### src/verilog/acs_map.vh
/*
 * Register map, field positions and reset values of the comparator status block.
 * Assumes it is included by bare name from the design files; holds definitions only.
 */
`ifndef ACS_MAP_VH
`define ACS_MAP_VH

// ----------------------------------------------------------------------------
// Register byte offsets
// ----------------------------------------------------------------------------
`define ACS_ADDR_W 12
`define ACS_OFF_CTRL0 12'h000
`define ACS_OFF_CTRL1 12'h004
`define ACS_OFF_STATUS 12'h008
`define ACS_OFF_EVENT 12'h00c
`define ACS_OFF_MASK 12'h010

// ----------------------------------------------------------------------------
// Control register fields
// ----------------------------------------------------------------------------
`define ACS_CTRL_W 7
`define ACS_BIT_ON 0
`define ACS_BIT_IE 1
`define ACS_BIT_HYST 2
`define ACS_BIT_NEG 4
`define ACS_BIT_INV 6
`define ACS_CTRL_WMASK 7'h57
`define ACS_CTRL_RST 7'h00

// ----------------------------------------------------------------------------
// Status, event and mask register fields
// ----------------------------------------------------------------------------
`define ACS_NUM_CMP 2
`define ACS_ST_FLAG_LSB 0
`define ACS_ST_OUT_LSB 2
`define ACS_FLAG_RST 2'h0
`define ACS_EVT_RST 2'h0
`define ACS_MASK_RST 2'h0
`define ACS_SYNC_RST 1'b0
`define ACS_RDATA_RST 32'h0000_0000

`endif

### src/verilog/acs_sync2.v
/*
 * Two-stage level synchroniser for one asynchronous comparator output.
 * Assumes the input is a slow analog level; the output is safe to read in the clock domain.
 */
`timescale 1ns/1ps
`include "acs_map.vh"

module acs_sync2 (
    // Clock, reset and enable
    input wire clk_i,
    input wire rst_n_i,
    input wire ce_i,
    // Level in and out
    input wire d_i,
    output wire q_o
);

    reg meta_reg;
    reg sync_reg;

    // ------------------------------------------------------------------------
    // Synchroniser chain
    // ------------------------------------------------------------------------
    // The first stage feeds only the second stage.
    always @(posedge clk_i or negedge rst_n_i) begin
        if (!rst_n_i) begin
            meta_reg <= `ACS_SYNC_RST;
            sync_reg <= `ACS_SYNC_RST;
        end else if (ce_i) begin
            meta_reg <= d_i;
            sync_reg <= meta_reg;
        end
    end

    assign q_o = sync_reg;

endmodule

### src/verilog/acs_status.v
/*
 * Status and interrupt logic for two analog comparators, reached over APB.
 * Holds both control registers, the status register, an event register and its mask.
 * Assumes the comparator outputs are asynchronous levels and the APB master runs on CLK_SYS_I.
 */
`timescale 1ns/1ps
`include "acs_map.vh"

module acs_status (
    // Clock, reset and enable
    input wire CLK_SYS_I,
    input wire RESETN_I,
    input wire CE_I,
    // APB slave
    input wire PSEL_I,
    input wire PENABLE_I,
    input wire PWRITE_I,
    input wire [`ACS_ADDR_W-1:0] PADDR_I,
    input wire [31:0] PWDATA_I,
    input wire [3:0] PSTRB_I,
    output wire [31:0] PRDATA_O,
    output wire PREADY_O,
    output wire PSLVERR_O,
    // Raw comparator outputs
    input wire [`ACS_NUM_CMP-1:0] CMP_RAW_I,
    // Controls towards the analog comparators
    output wire [`ACS_NUM_CMP-1:0] CMP_ON_O,
    output wire [`ACS_NUM_CMP-1:0] HYST_EN_O,
    output wire [`ACS_NUM_CMP-1:0] NEG_SEL_O,
    // Interrupts
    output wire CMP_IRQ_O,
    output wire EVT_IRQ_O
);

    // ------------------------------------------------------------------------
    // Declarations
    // ------------------------------------------------------------------------
    reg [`ACS_CTRL_W-1:0] ctrl0_reg;
    reg [`ACS_CTRL_W-1:0] ctrl0_next;
    reg [`ACS_CTRL_W-1:0] ctrl1_reg;
    reg [`ACS_CTRL_W-1:0] ctrl1_next;
    reg [`ACS_NUM_CMP-1:0] prev_reg;
    reg [`ACS_NUM_CMP-1:0] flag_reg;
    reg [`ACS_NUM_CMP-1:0] flag_next;
    reg [`ACS_NUM_CMP-1:0] evt_reg;
    reg [`ACS_NUM_CMP-1:0] evt_next;
    reg [`ACS_NUM_CMP-1:0] mask_reg;
    reg [`ACS_NUM_CMP-1:0] mask_next;
    reg [31:0] rdata_reg;
    reg [31:0] rdata_next;
    reg cmp_irq_reg;
    reg evt_irq_reg;
    reg [31:0] rd_mux;

    wire [`ACS_NUM_CMP-1:0] cmp_sync;
    wire [`ACS_NUM_CMP-1:0] cmp_on;
    wire [`ACS_NUM_CMP-1:0] cmp_ie;
    wire [`ACS_NUM_CMP-1:0] cmp_inv;
    wire [`ACS_NUM_CMP-1:0] cmp_level;
    wire [`ACS_NUM_CMP-1:0] cmp_out;
    wire [`ACS_NUM_CMP-1:0] cmp_change;
    wire [`ACS_NUM_CMP-1:0] ie_next;
    wire [`ACS_NUM_CMP-1:0] flag_w1c;
    wire [`ACS_NUM_CMP-1:0] evt_rclr;
    wire apb_setup;
    wire apb_access;
    wire apb_wr;
    wire apb_rd;
    wire sel_ctrl0;
    wire sel_ctrl1;
    wire sel_status;
    wire sel_event;
    wire sel_mask;
    wire addr_mapped;
    wire [31:0] status_word;

    // ------------------------------------------------------------------------
    // Input synchronisers
    // ------------------------------------------------------------------------
    genvar i;
    generate
        for (i = 0; i < `ACS_NUM_CMP; i = i + 1) begin : g_sync
            acs_sync2 u_sync (
                .clk_i(CLK_SYS_I),
                .rst_n_i(RESETN_I),
                .ce_i(CE_I),
                .d_i(CMP_RAW_I[i]),
                .q_o(cmp_sync[i])
            );
        end
    endgenerate

    // ------------------------------------------------------------------------
    // Control fields
    // ------------------------------------------------------------------------
    assign cmp_on = {ctrl1_reg[`ACS_BIT_ON], ctrl0_reg[`ACS_BIT_ON]};
    assign cmp_ie = {ctrl1_reg[`ACS_BIT_IE], ctrl0_reg[`ACS_BIT_IE]};
    assign cmp_inv = {ctrl1_reg[`ACS_BIT_INV], ctrl0_reg[`ACS_BIT_INV]};
    assign ie_next = {ctrl1_next[`ACS_BIT_IE], ctrl0_next[`ACS_BIT_IE]};

    assign CMP_ON_O = cmp_on;
    assign HYST_EN_O = {ctrl1_reg[`ACS_BIT_HYST], ctrl0_reg[`ACS_BIT_HYST]};
    assign NEG_SEL_O = {ctrl1_reg[`ACS_BIT_NEG], ctrl0_reg[`ACS_BIT_NEG]};

    // ------------------------------------------------------------------------
    // Output conditioning and change detection
    // ------------------------------------------------------------------------
    assign cmp_level = cmp_sync ^ cmp_inv;
    assign cmp_out = cmp_level & cmp_on;
    // A disabled comparator raises no change; enabling one whose level is high
    // raises no change either, because the previous level is still tracked while off.
    assign cmp_change = cmp_on & (cmp_level ^ prev_reg);

    // ------------------------------------------------------------------------
    // APB decode
    // ------------------------------------------------------------------------
    assign apb_setup = PSEL_I & ~PENABLE_I;
    assign apb_access = PSEL_I & PENABLE_I & CE_I;
    assign sel_ctrl0 = (PADDR_I == `ACS_OFF_CTRL0);
    assign sel_ctrl1 = (PADDR_I == `ACS_OFF_CTRL1);
    assign sel_status = (PADDR_I == `ACS_OFF_STATUS);
    assign sel_event = (PADDR_I == `ACS_OFF_EVENT);
    assign sel_mask = (PADDR_I == `ACS_OFF_MASK);
    assign addr_mapped = sel_ctrl0 | sel_ctrl1 | sel_status | sel_event | sel_mask;
    assign apb_wr = apb_access & PWRITE_I & addr_mapped & PSTRB_I[0];
    assign apb_rd = apb_access & ~PWRITE_I & addr_mapped;

    // The access phase always completes in one cycle unless the block is frozen.
    assign PREADY_O = CE_I;
    assign PSLVERR_O = PSEL_I & PENABLE_I & ~addr_mapped;
    assign PRDATA_O = rdata_reg;

    // ------------------------------------------------------------------------
    // Read data
    // ------------------------------------------------------------------------
    assign status_word = {28'h000_0000, cmp_out, flag_reg};

    always @* begin
        rd_mux = `ACS_RDATA_RST;
        if (sel_ctrl0) begin
            rd_mux = {25'h000_0000, ctrl0_reg};
        end else if (sel_ctrl1) begin
            rd_mux = {25'h000_0000, ctrl1_reg};
        end else if (sel_status) begin
            rd_mux = status_word;
        end else if (sel_event) begin
            rd_mux = {30'h0000_0000, evt_reg};
        end else if (sel_mask) begin
            rd_mux = {30'h0000_0000, mask_reg};
        end
    end

    // Read data is captured in the setup cycle so it is registered at the access edge.
    always @* begin
        rdata_next = rdata_reg;
        if (apb_setup & ~PWRITE_I) begin
            rdata_next = rd_mux;
        end
    end

    // ------------------------------------------------------------------------
    // Control and mask writes
    // ------------------------------------------------------------------------
    always @* begin
        ctrl0_next = ctrl0_reg;
        ctrl1_next = ctrl1_reg;
        mask_next = mask_reg;
        if (apb_wr & sel_ctrl0) begin
            ctrl0_next = PWDATA_I[`ACS_CTRL_W-1:0] & `ACS_CTRL_WMASK;
        end
        if (apb_wr & sel_ctrl1) begin
            ctrl1_next = PWDATA_I[`ACS_CTRL_W-1:0] & `ACS_CTRL_WMASK;
        end
        if (apb_wr & sel_mask) begin
            mask_next = PWDATA_I[`ACS_NUM_CMP-1:0];
        end
    end

    // ------------------------------------------------------------------------
    // Change flags and events
    // ------------------------------------------------------------------------
    assign flag_w1c = (apb_wr & sel_status) ? PWDATA_I[`ACS_ST_FLAG_LSB+`ACS_NUM_CMP-1:`ACS_ST_FLAG_LSB] :
                      `ACS_FLAG_RST;
    // Only the event bits that the read actually returned are cleared.
    assign evt_rclr = (apb_rd & sel_event) ? rdata_reg[`ACS_NUM_CMP-1:0] : `ACS_EVT_RST;

    always @* begin
        flag_next = cmp_change | (flag_reg & ~flag_w1c);
        evt_next = cmp_change | (evt_reg & ~evt_rclr);
    end

    // ------------------------------------------------------------------------
    // State registers
    // ------------------------------------------------------------------------
    always @(posedge CLK_SYS_I or negedge RESETN_I) begin
        if (!RESETN_I) begin
            ctrl0_reg <= `ACS_CTRL_RST;
            ctrl1_reg <= `ACS_CTRL_RST;
            prev_reg <= `ACS_FLAG_RST;
            flag_reg <= `ACS_FLAG_RST;
            evt_reg <= `ACS_EVT_RST;
            mask_reg <= `ACS_MASK_RST;
            rdata_reg <= `ACS_RDATA_RST;
            cmp_irq_reg <= 1'b0;
            evt_irq_reg <= 1'b0;
        end else if (CE_I) begin
            ctrl0_reg <= ctrl0_next;
            ctrl1_reg <= ctrl1_next;
            prev_reg <= cmp_level;
            flag_reg <= flag_next;
            evt_reg <= evt_next;
            mask_reg <= mask_next;
            rdata_reg <= rdata_next;
            cmp_irq_reg <= |(flag_next & ie_next);
            evt_irq_reg <= |(evt_next & mask_next);
        end
    end

    // ------------------------------------------------------------------------
    // Interrupt outputs
    // ------------------------------------------------------------------------
    assign CMP_IRQ_O = cmp_irq_reg;
    assign EVT_IRQ_O = evt_irq_reg;

endmodule

### config.mk
export PLATFORM = sky130hd
export DESIGN_NAME = acs_status
export DESIGN_NICKNAME = d
export VERILOG_FILES = /design/src/verilog/acs_sync2.v /design/src/verilog/acs_status.v
export VERILOG_INCLUDE_DIRS = /design/src /design/src/verilog
export SDC_FILE = /design/constraint.sdc
export NUM_CORES = 1
export LEC_CHECK = 0
export BUFFER_PORTS_ARGS = -buffer_cell sky130_fd_sc_hd__buf_2
export CORE_MARGIN = 2
export CORE_UTILIZATION = 49
export DETAILED_ROUTE_END_ITERATION = 7
export GPL_TIMING_DRIVEN = 0
export PLACE_DENSITY = 0.95
export SLEW_MARGIN = 10
export SYNTH_ARGS = -nofsm -noshare
export SYNTH_HDL_FRONTEND = slang
export SYNTH_HIERARCHICAL = 1
export SYNTH_SLANG_ARGS = --single-unit
### constraint.sdc
create_clock -name CLK_SYS_I -period 3.9 [get_ports CLK_SYS_I]
set_input_delay 0.195 -clock CLK_SYS_I [delete_from_list [all_inputs] [get_ports CLK_SYS_I]]
set_output_delay 0.195 -clock CLK_SYS_I [all_outputs]
set_load 0.01 [all_outputs]
# Yosys cells after proc, flatten, opt, wreduce, memory -nomap -nowiden
# Index checks and enable logic that the tools add are counted.
dict set report word_totals {
  reg_bits 56
  inputBits 56
  out_inout_bits 42
  word_cells 69
}
dict set report classes {
  n_eq_ne 4
  mux 10
  bitwise_logic 34
  reduce_logical 6
}
# operator n
set op_table {}
lappend op_table {{32-bit two-way mux} 1}
lappend op_table {{12-bit by 4-bit equality test with 1-bit output (second input constant)} 2}
lappend op_table {{1-bit AND} 15}
lappend op_table {{2-bit two-way mux} 7}
lappend op_table {{2-bit AND} 6}
lappend op_table {{12-bit by 3-bit equality test with 1-bit output (second input constant)} 1}
lappend op_table {{12-bit by 5-bit equality test with 1-bit output (second input constant)} 1}
lappend op_table {{12-bit zero test} 1}
lappend op_table {{7-bit two-way mux} 1}
lappend op_table {{2-bit AND reduction} 3}
lappend op_table {{4-bit two-way mux} 1}
lappend op_table {{2-bit NOT} 2}
lappend op_table {{1-bit OR} 4}
lappend op_table {{2-bit OR} 2}
lappend op_table {{2-bit OR reduction} 2}
lappend op_table {{2-bit bitwise XOR} 2}
lappend op_table {{1-bit NOT} 3}

# Logic depth before layout (Yosys ltp)
dict set report logic_depth {
  word_depth 14
  depth_mapped 6
  mapped_depth_nobuf 5
}

# By module
# The synthesis kept the hierarchy.
# mod instances cells_per_inst area_each_um2 seq_area_each_um2
set modules_own_cells {}
lappend modules_own_cells {acs_status 1 172 1716.6 650.6}
lappend modules_own_cells {acs_sync2 2 4 72.6 50.0}

# Least setup slack after synthesis
# No wires, ideal clock.
dict set report synth_path {
  path_kind {input to register}
  startpoint {input port PADDR_I[10]}
  endpoint {register ctrl0_reg[0]}
  setup_time_ns 0.125
  t_arrival_ns 1.620
  required_time_ns 3.775
  setup_slack_ns 2.156
  cell_stages 4
  path_buffers 0
  path_cell_list {nor4_2 nand4b_4 nor3_1 mux2_2}
}
dict set report synth_via {
  elab_chain_len 9
  elab_cells_between_ends 13
  classes_between {4 x eq/ne; 7 x bitwise; 2 x reduce/logical}
}
# element line_no
set synth_lines {}
lappend synth_lines {{from (decl)} acs_status.v:18} ;# input wire [`ACS_ADDR_W-1:0] PADDR_I,
lappend synth_lines {{12-bit by 3-bit equality test with 1-bit output (no source line) / 12-bit zero test (equally long branches)} -}
lappend synth_lines {{1-bit OR (4 in a row)} acs_status.v:124} ;# assign addr_mapped = sel_ctrl0 | sel_ctrl1 | sel_status | sel_event | sel_mask;
lappend synth_lines {{1-bit AND (2 in a row)} acs_status.v:125} ;# assign apb_wr = apb_access & PWRITE_I & addr_mapped & PSTRB_I[0];
lappend synth_lines {{1-bit AND *} acs_status.v:168} ;# if (apb_wr & sel_ctrl0) begin
lappend synth_lines {{2-bit AND reduction (no source line) *} -}
lappend synth_lines {{to (signal assigned)} acs_status.v:197} ;# ctrl0_reg <= `ACS_CTRL_RST;
lappend synth_lines {{to (signal assigned)} acs_status.v:207} ;# ctrl0_reg <= ctrl0_next;
lappend synth_lines {{to (decl)} acs_status.v:38} ;# reg [`ACS_CTRL_W-1:0] ctrl0_reg;
# Every way passes the cells marked *; elsewhere a longest branch is shown, timed or not.
# A chain may end at the register's enable or synchronous reset.

# Worst setup path in the final report
dict set report layout_path {
  startpoint {input port PADDR_I[10]}
  endpoint {register ctrl0_reg[6]}
}
# The elaborated chain is that of the path after synthesis.

==> flow_summary_export.csv <==
group,metric,value,unit
outcome,status,"complete, no violations",
floorplan,die_w,65.6,um
sta,fin_skew,0.00865,ns
placed_design,gp_congestion,0.887,
synthesis,synth-xor-area-share,0.0188,
layout,diodes,0,
sta,fin_crit,1.89,ns
detailed_routing,viasPerCell,4.87,
sta,maxSlewHeadroom,0.569,
sta,finalCritPeriodShare,0.485,
floorplan,start_util,0.509,
layout,final_core_util,0.648,
clock_tree,cts_tree,"yes",
sta,finalHoldWorstSlack,0.136,ns
critical_path,worstSetupStartpointType,"input pin",
clock_tree,post_cts_resized,0,
power_and_ir_drop,totalPowerFinal,0.838,mW
critical_path,cp.arrival,2.07,ns
power_and_ir_drop,p_leak,1.26,nW
synthesis,synth-compound-area-share,0.0988,
placed_design,dp_slack,1.66,ns
sta,fin_ws,2.01,ns
layout,final_cell_mix,"buf_2 (44), buf_4 (33), dfrtp_1 (30)",
synthesis,synth_cell_types,47,
flow_run,cap_violations,0,
floorplan,fp.dieH,65.6,um
detailed_routing,wl_per_cell,13.1,um
layout,synthToLayoutAreaGrowth,27.5,%
layout,largest_reg_flops,6,
global_routing,grt_pass1_vias,1384,
global_routing,grt_pass1_wl,6700,um
detailed_routing,vias,1477,
clock_tree,clk_latency,0.29,ns
synthesis,synthMuxAreaShare,0.119,
clock_tree,clk_path_buf_depth,2,
placed_design,numPortBuffers,41,
global_routing,antenna_found_initial,0,
layout,final_common_cell,"buf_2",
synthesis,synth.yosys.warnings,6,
synthesis,synth_top_family_by_area,"simple AND/OR/NAND/NOR gates",
detailed_routing,ant_nets,0,
layout,num-fill-cells,306,
synthesis,syn_inst,180,
floorplan,core_area,3660,um^2
layout,num-nets-final,310,
global_routing,grt_max_degree,31,
synthesis,synthAdderAreaFrac,0,
sta,slew_viol_final,0,
floorplan,num_rows,22,
synthesis,ys_seq_elements,30,
clock_tree,clockRootBuffer,"clkbuf_8",
sta,max_freq,528,MHz
sta,hold_viol_final,0,
sta,finalSetupViolCount,0,
critical_path,setup.worst_path.class,"input pin to flop",
detailed_routing,first_pass_iters,4,
sta,tns,0,ns
power_and_ir_drop,peakVddDrop,493,uV
detailed_routing,totalWireLength,3960,um
power_and_ir_drop,p_per_area,353,nW/um^2
clock_tree,htreeDepth,2,
clock_tree,path_clk_slew,0.06,ns
sta,rsz0062_at_grt,"false",
critical_path,worstPathRequired,4.07,ns
hold_path,hp-class,"input pin to flop",
global_routing,grt_overflow_total,0,
placed_design,hpwl,3090,um
critical_path,rrSetupSlack,2.31,ns
clock_tree,numClockSinks,30,
global_routing,grt_usage,0.208,
floorplan,die_area,4310,um^2
synthesis,seq_area_frac_synth,0.403,
floorplan,ios,98,
synthesis,synth_area,1860,um^2
detailed_routing,drc,0,
layout,layout-drive-gt1-share,0.451,
sta,worst_pin_slew,0.647,ns
critical_path,crit_fanout,10,
synthesis,yosys.area_share.simple,0.205,
detailed_routing,drt_iter0_drc,64,
critical_path,cp-end-kind,"flop",
clock_tree,cts_inserted_buffers,5,
synthesis,synth.avg_cell_area,10.3,um^2
==> cell usage after synthesis, drive strengths merged <==
library cell | number | area [um^2]
nor2 | 9 | 33.8
mux4 | 2 | 45.0
nand2 | 20 | 75.1
nor3b | 1 | 7.51
a31oi | 3 | 18.8
or3 | 1 | 7.51
mux2 | 13 | 146
nor2b | 1 | 6.26
o41a | 1 | 12.5
nand3b | 1 | 7.51
nor4 | 3 | 40.0
xor2 | 4 | 35.0
a21o | 1 | 7.51
a2bb2oi | 1 | 8.76
or2 | 4 | 25.0
nand3 | 1 | 5.00
nand4b | 1 | 23.8
nand2b | 1 | 6.26
or4 | 2 | 22.5
and4 | 1 | 8.76
o41ai | 1 | 8.76
nand4 | 5 | 31.3
inv | 5 | 18.8
o31a | 1 | 10.0
a22oi | 3 | 27.5
and2 | 1 | 6.26
and3 | 1 | 6.26
mux2i | 3 | 30.0
a32o | 1 | 10.0
o21ai | 8 | 40.0
o31ai | 2 | 15.0
dfrtp | 30 | 751
o22a | 2 | 17.5
o21a | 1 | 7.51
or4b | 2 | 20.0
nor4b | 1 | 23.8
conb | 1 | 3.75
clkbuf | 1 | 3.75
nor3 | 4 | 25.0
buf | 36 | 263
==> through the flow <==
| step | instance area (um^2) | std cells |
|---|---|---|
| after floorplan | 1960 | 205 |
| after global placement | 2220 | 294 |
| after detailed placement | 2220 | 294 |
| after CTS | 2370 | 303 |
| after global routing | 2370 | 303 |
| final | 2370 | 303 |
==> kinds of logic after synthesis <==
| family | after synthesis |
|---|---|
| and+or+nand+nor | 60 |
| buffers and inverters | 42 |
| DFF | 30 |
| AOI/OAI and AO/OA | 25 |
| muxes | 18 |
| xor gates and xnor gates | 4 |
| other | 1 |
==> what timing repair did <==
item,CTS,global route
buffers inserted,0,0
hold buffers,1,0
endpoints found under the hold margin,30,0
==> worst paths after layout <==
kind	startpoint	endpoint	depth (start not counted)
hold / removal	CMP_RAW_I[0]	g_sync[0].u_sync/meta_reg	2
setup / recovery	PADDR_I[10]	ctrl0_reg[6]	5
hold reg to reg	PRDATA_O[4]	PRDATA_O[4]	2
max in group asynchronous	RESETN_I	g_sync[1].u_sync/meta_reg	2
setup reg to reg	ctrl1_reg[6]	EVT_IRQ_O	5
min in group asynchronous	RESETN_I	EVT_IRQ_O	2
==> critical path, stage by stage <==
cell	delay (ns)
buf_2	0.11
nor4_2	0.49
nand4b_4	0.27
nor3_1	0.59
mux2_2	0.40
==> layout make-up <==
class / count / area [um^2] / share of cell area
inverter: 5 / 18.8 / 0.00791
sequential: 30 / 751 / 0.316
timing repair buffer: 42 / 215 / 0.0907
tap: 48 / 60.1 / 0.0253
buffer: 37 / 267 / 0.112
clock buffer: 6 / 82.6 / 0.0348
clock inverter: 2 / 60.1 / 0.0253
multi-input combinational: 133 / 920 / 0.387
==> report_power, final <==
part / switching (mW) / internal, mW / total (mW)
logic: 0.0583 / 0.0544 / 0.113
registers: 0.00786 / 0.323 / 0.331
clock network: 0.122 / 0.272 / 0.394
==> layer usage <==
metal  GRT usage  part of all wire  vias to the layer above
met1       0.265              0.42                      668
met4      0.0781             0.018                        0
met2       0.332              0.47                       73
li1            -                 -                      725
met3      0.0634             0.089                       11
met5           0                 0                        -
Power figures use the tool's default switching activity.
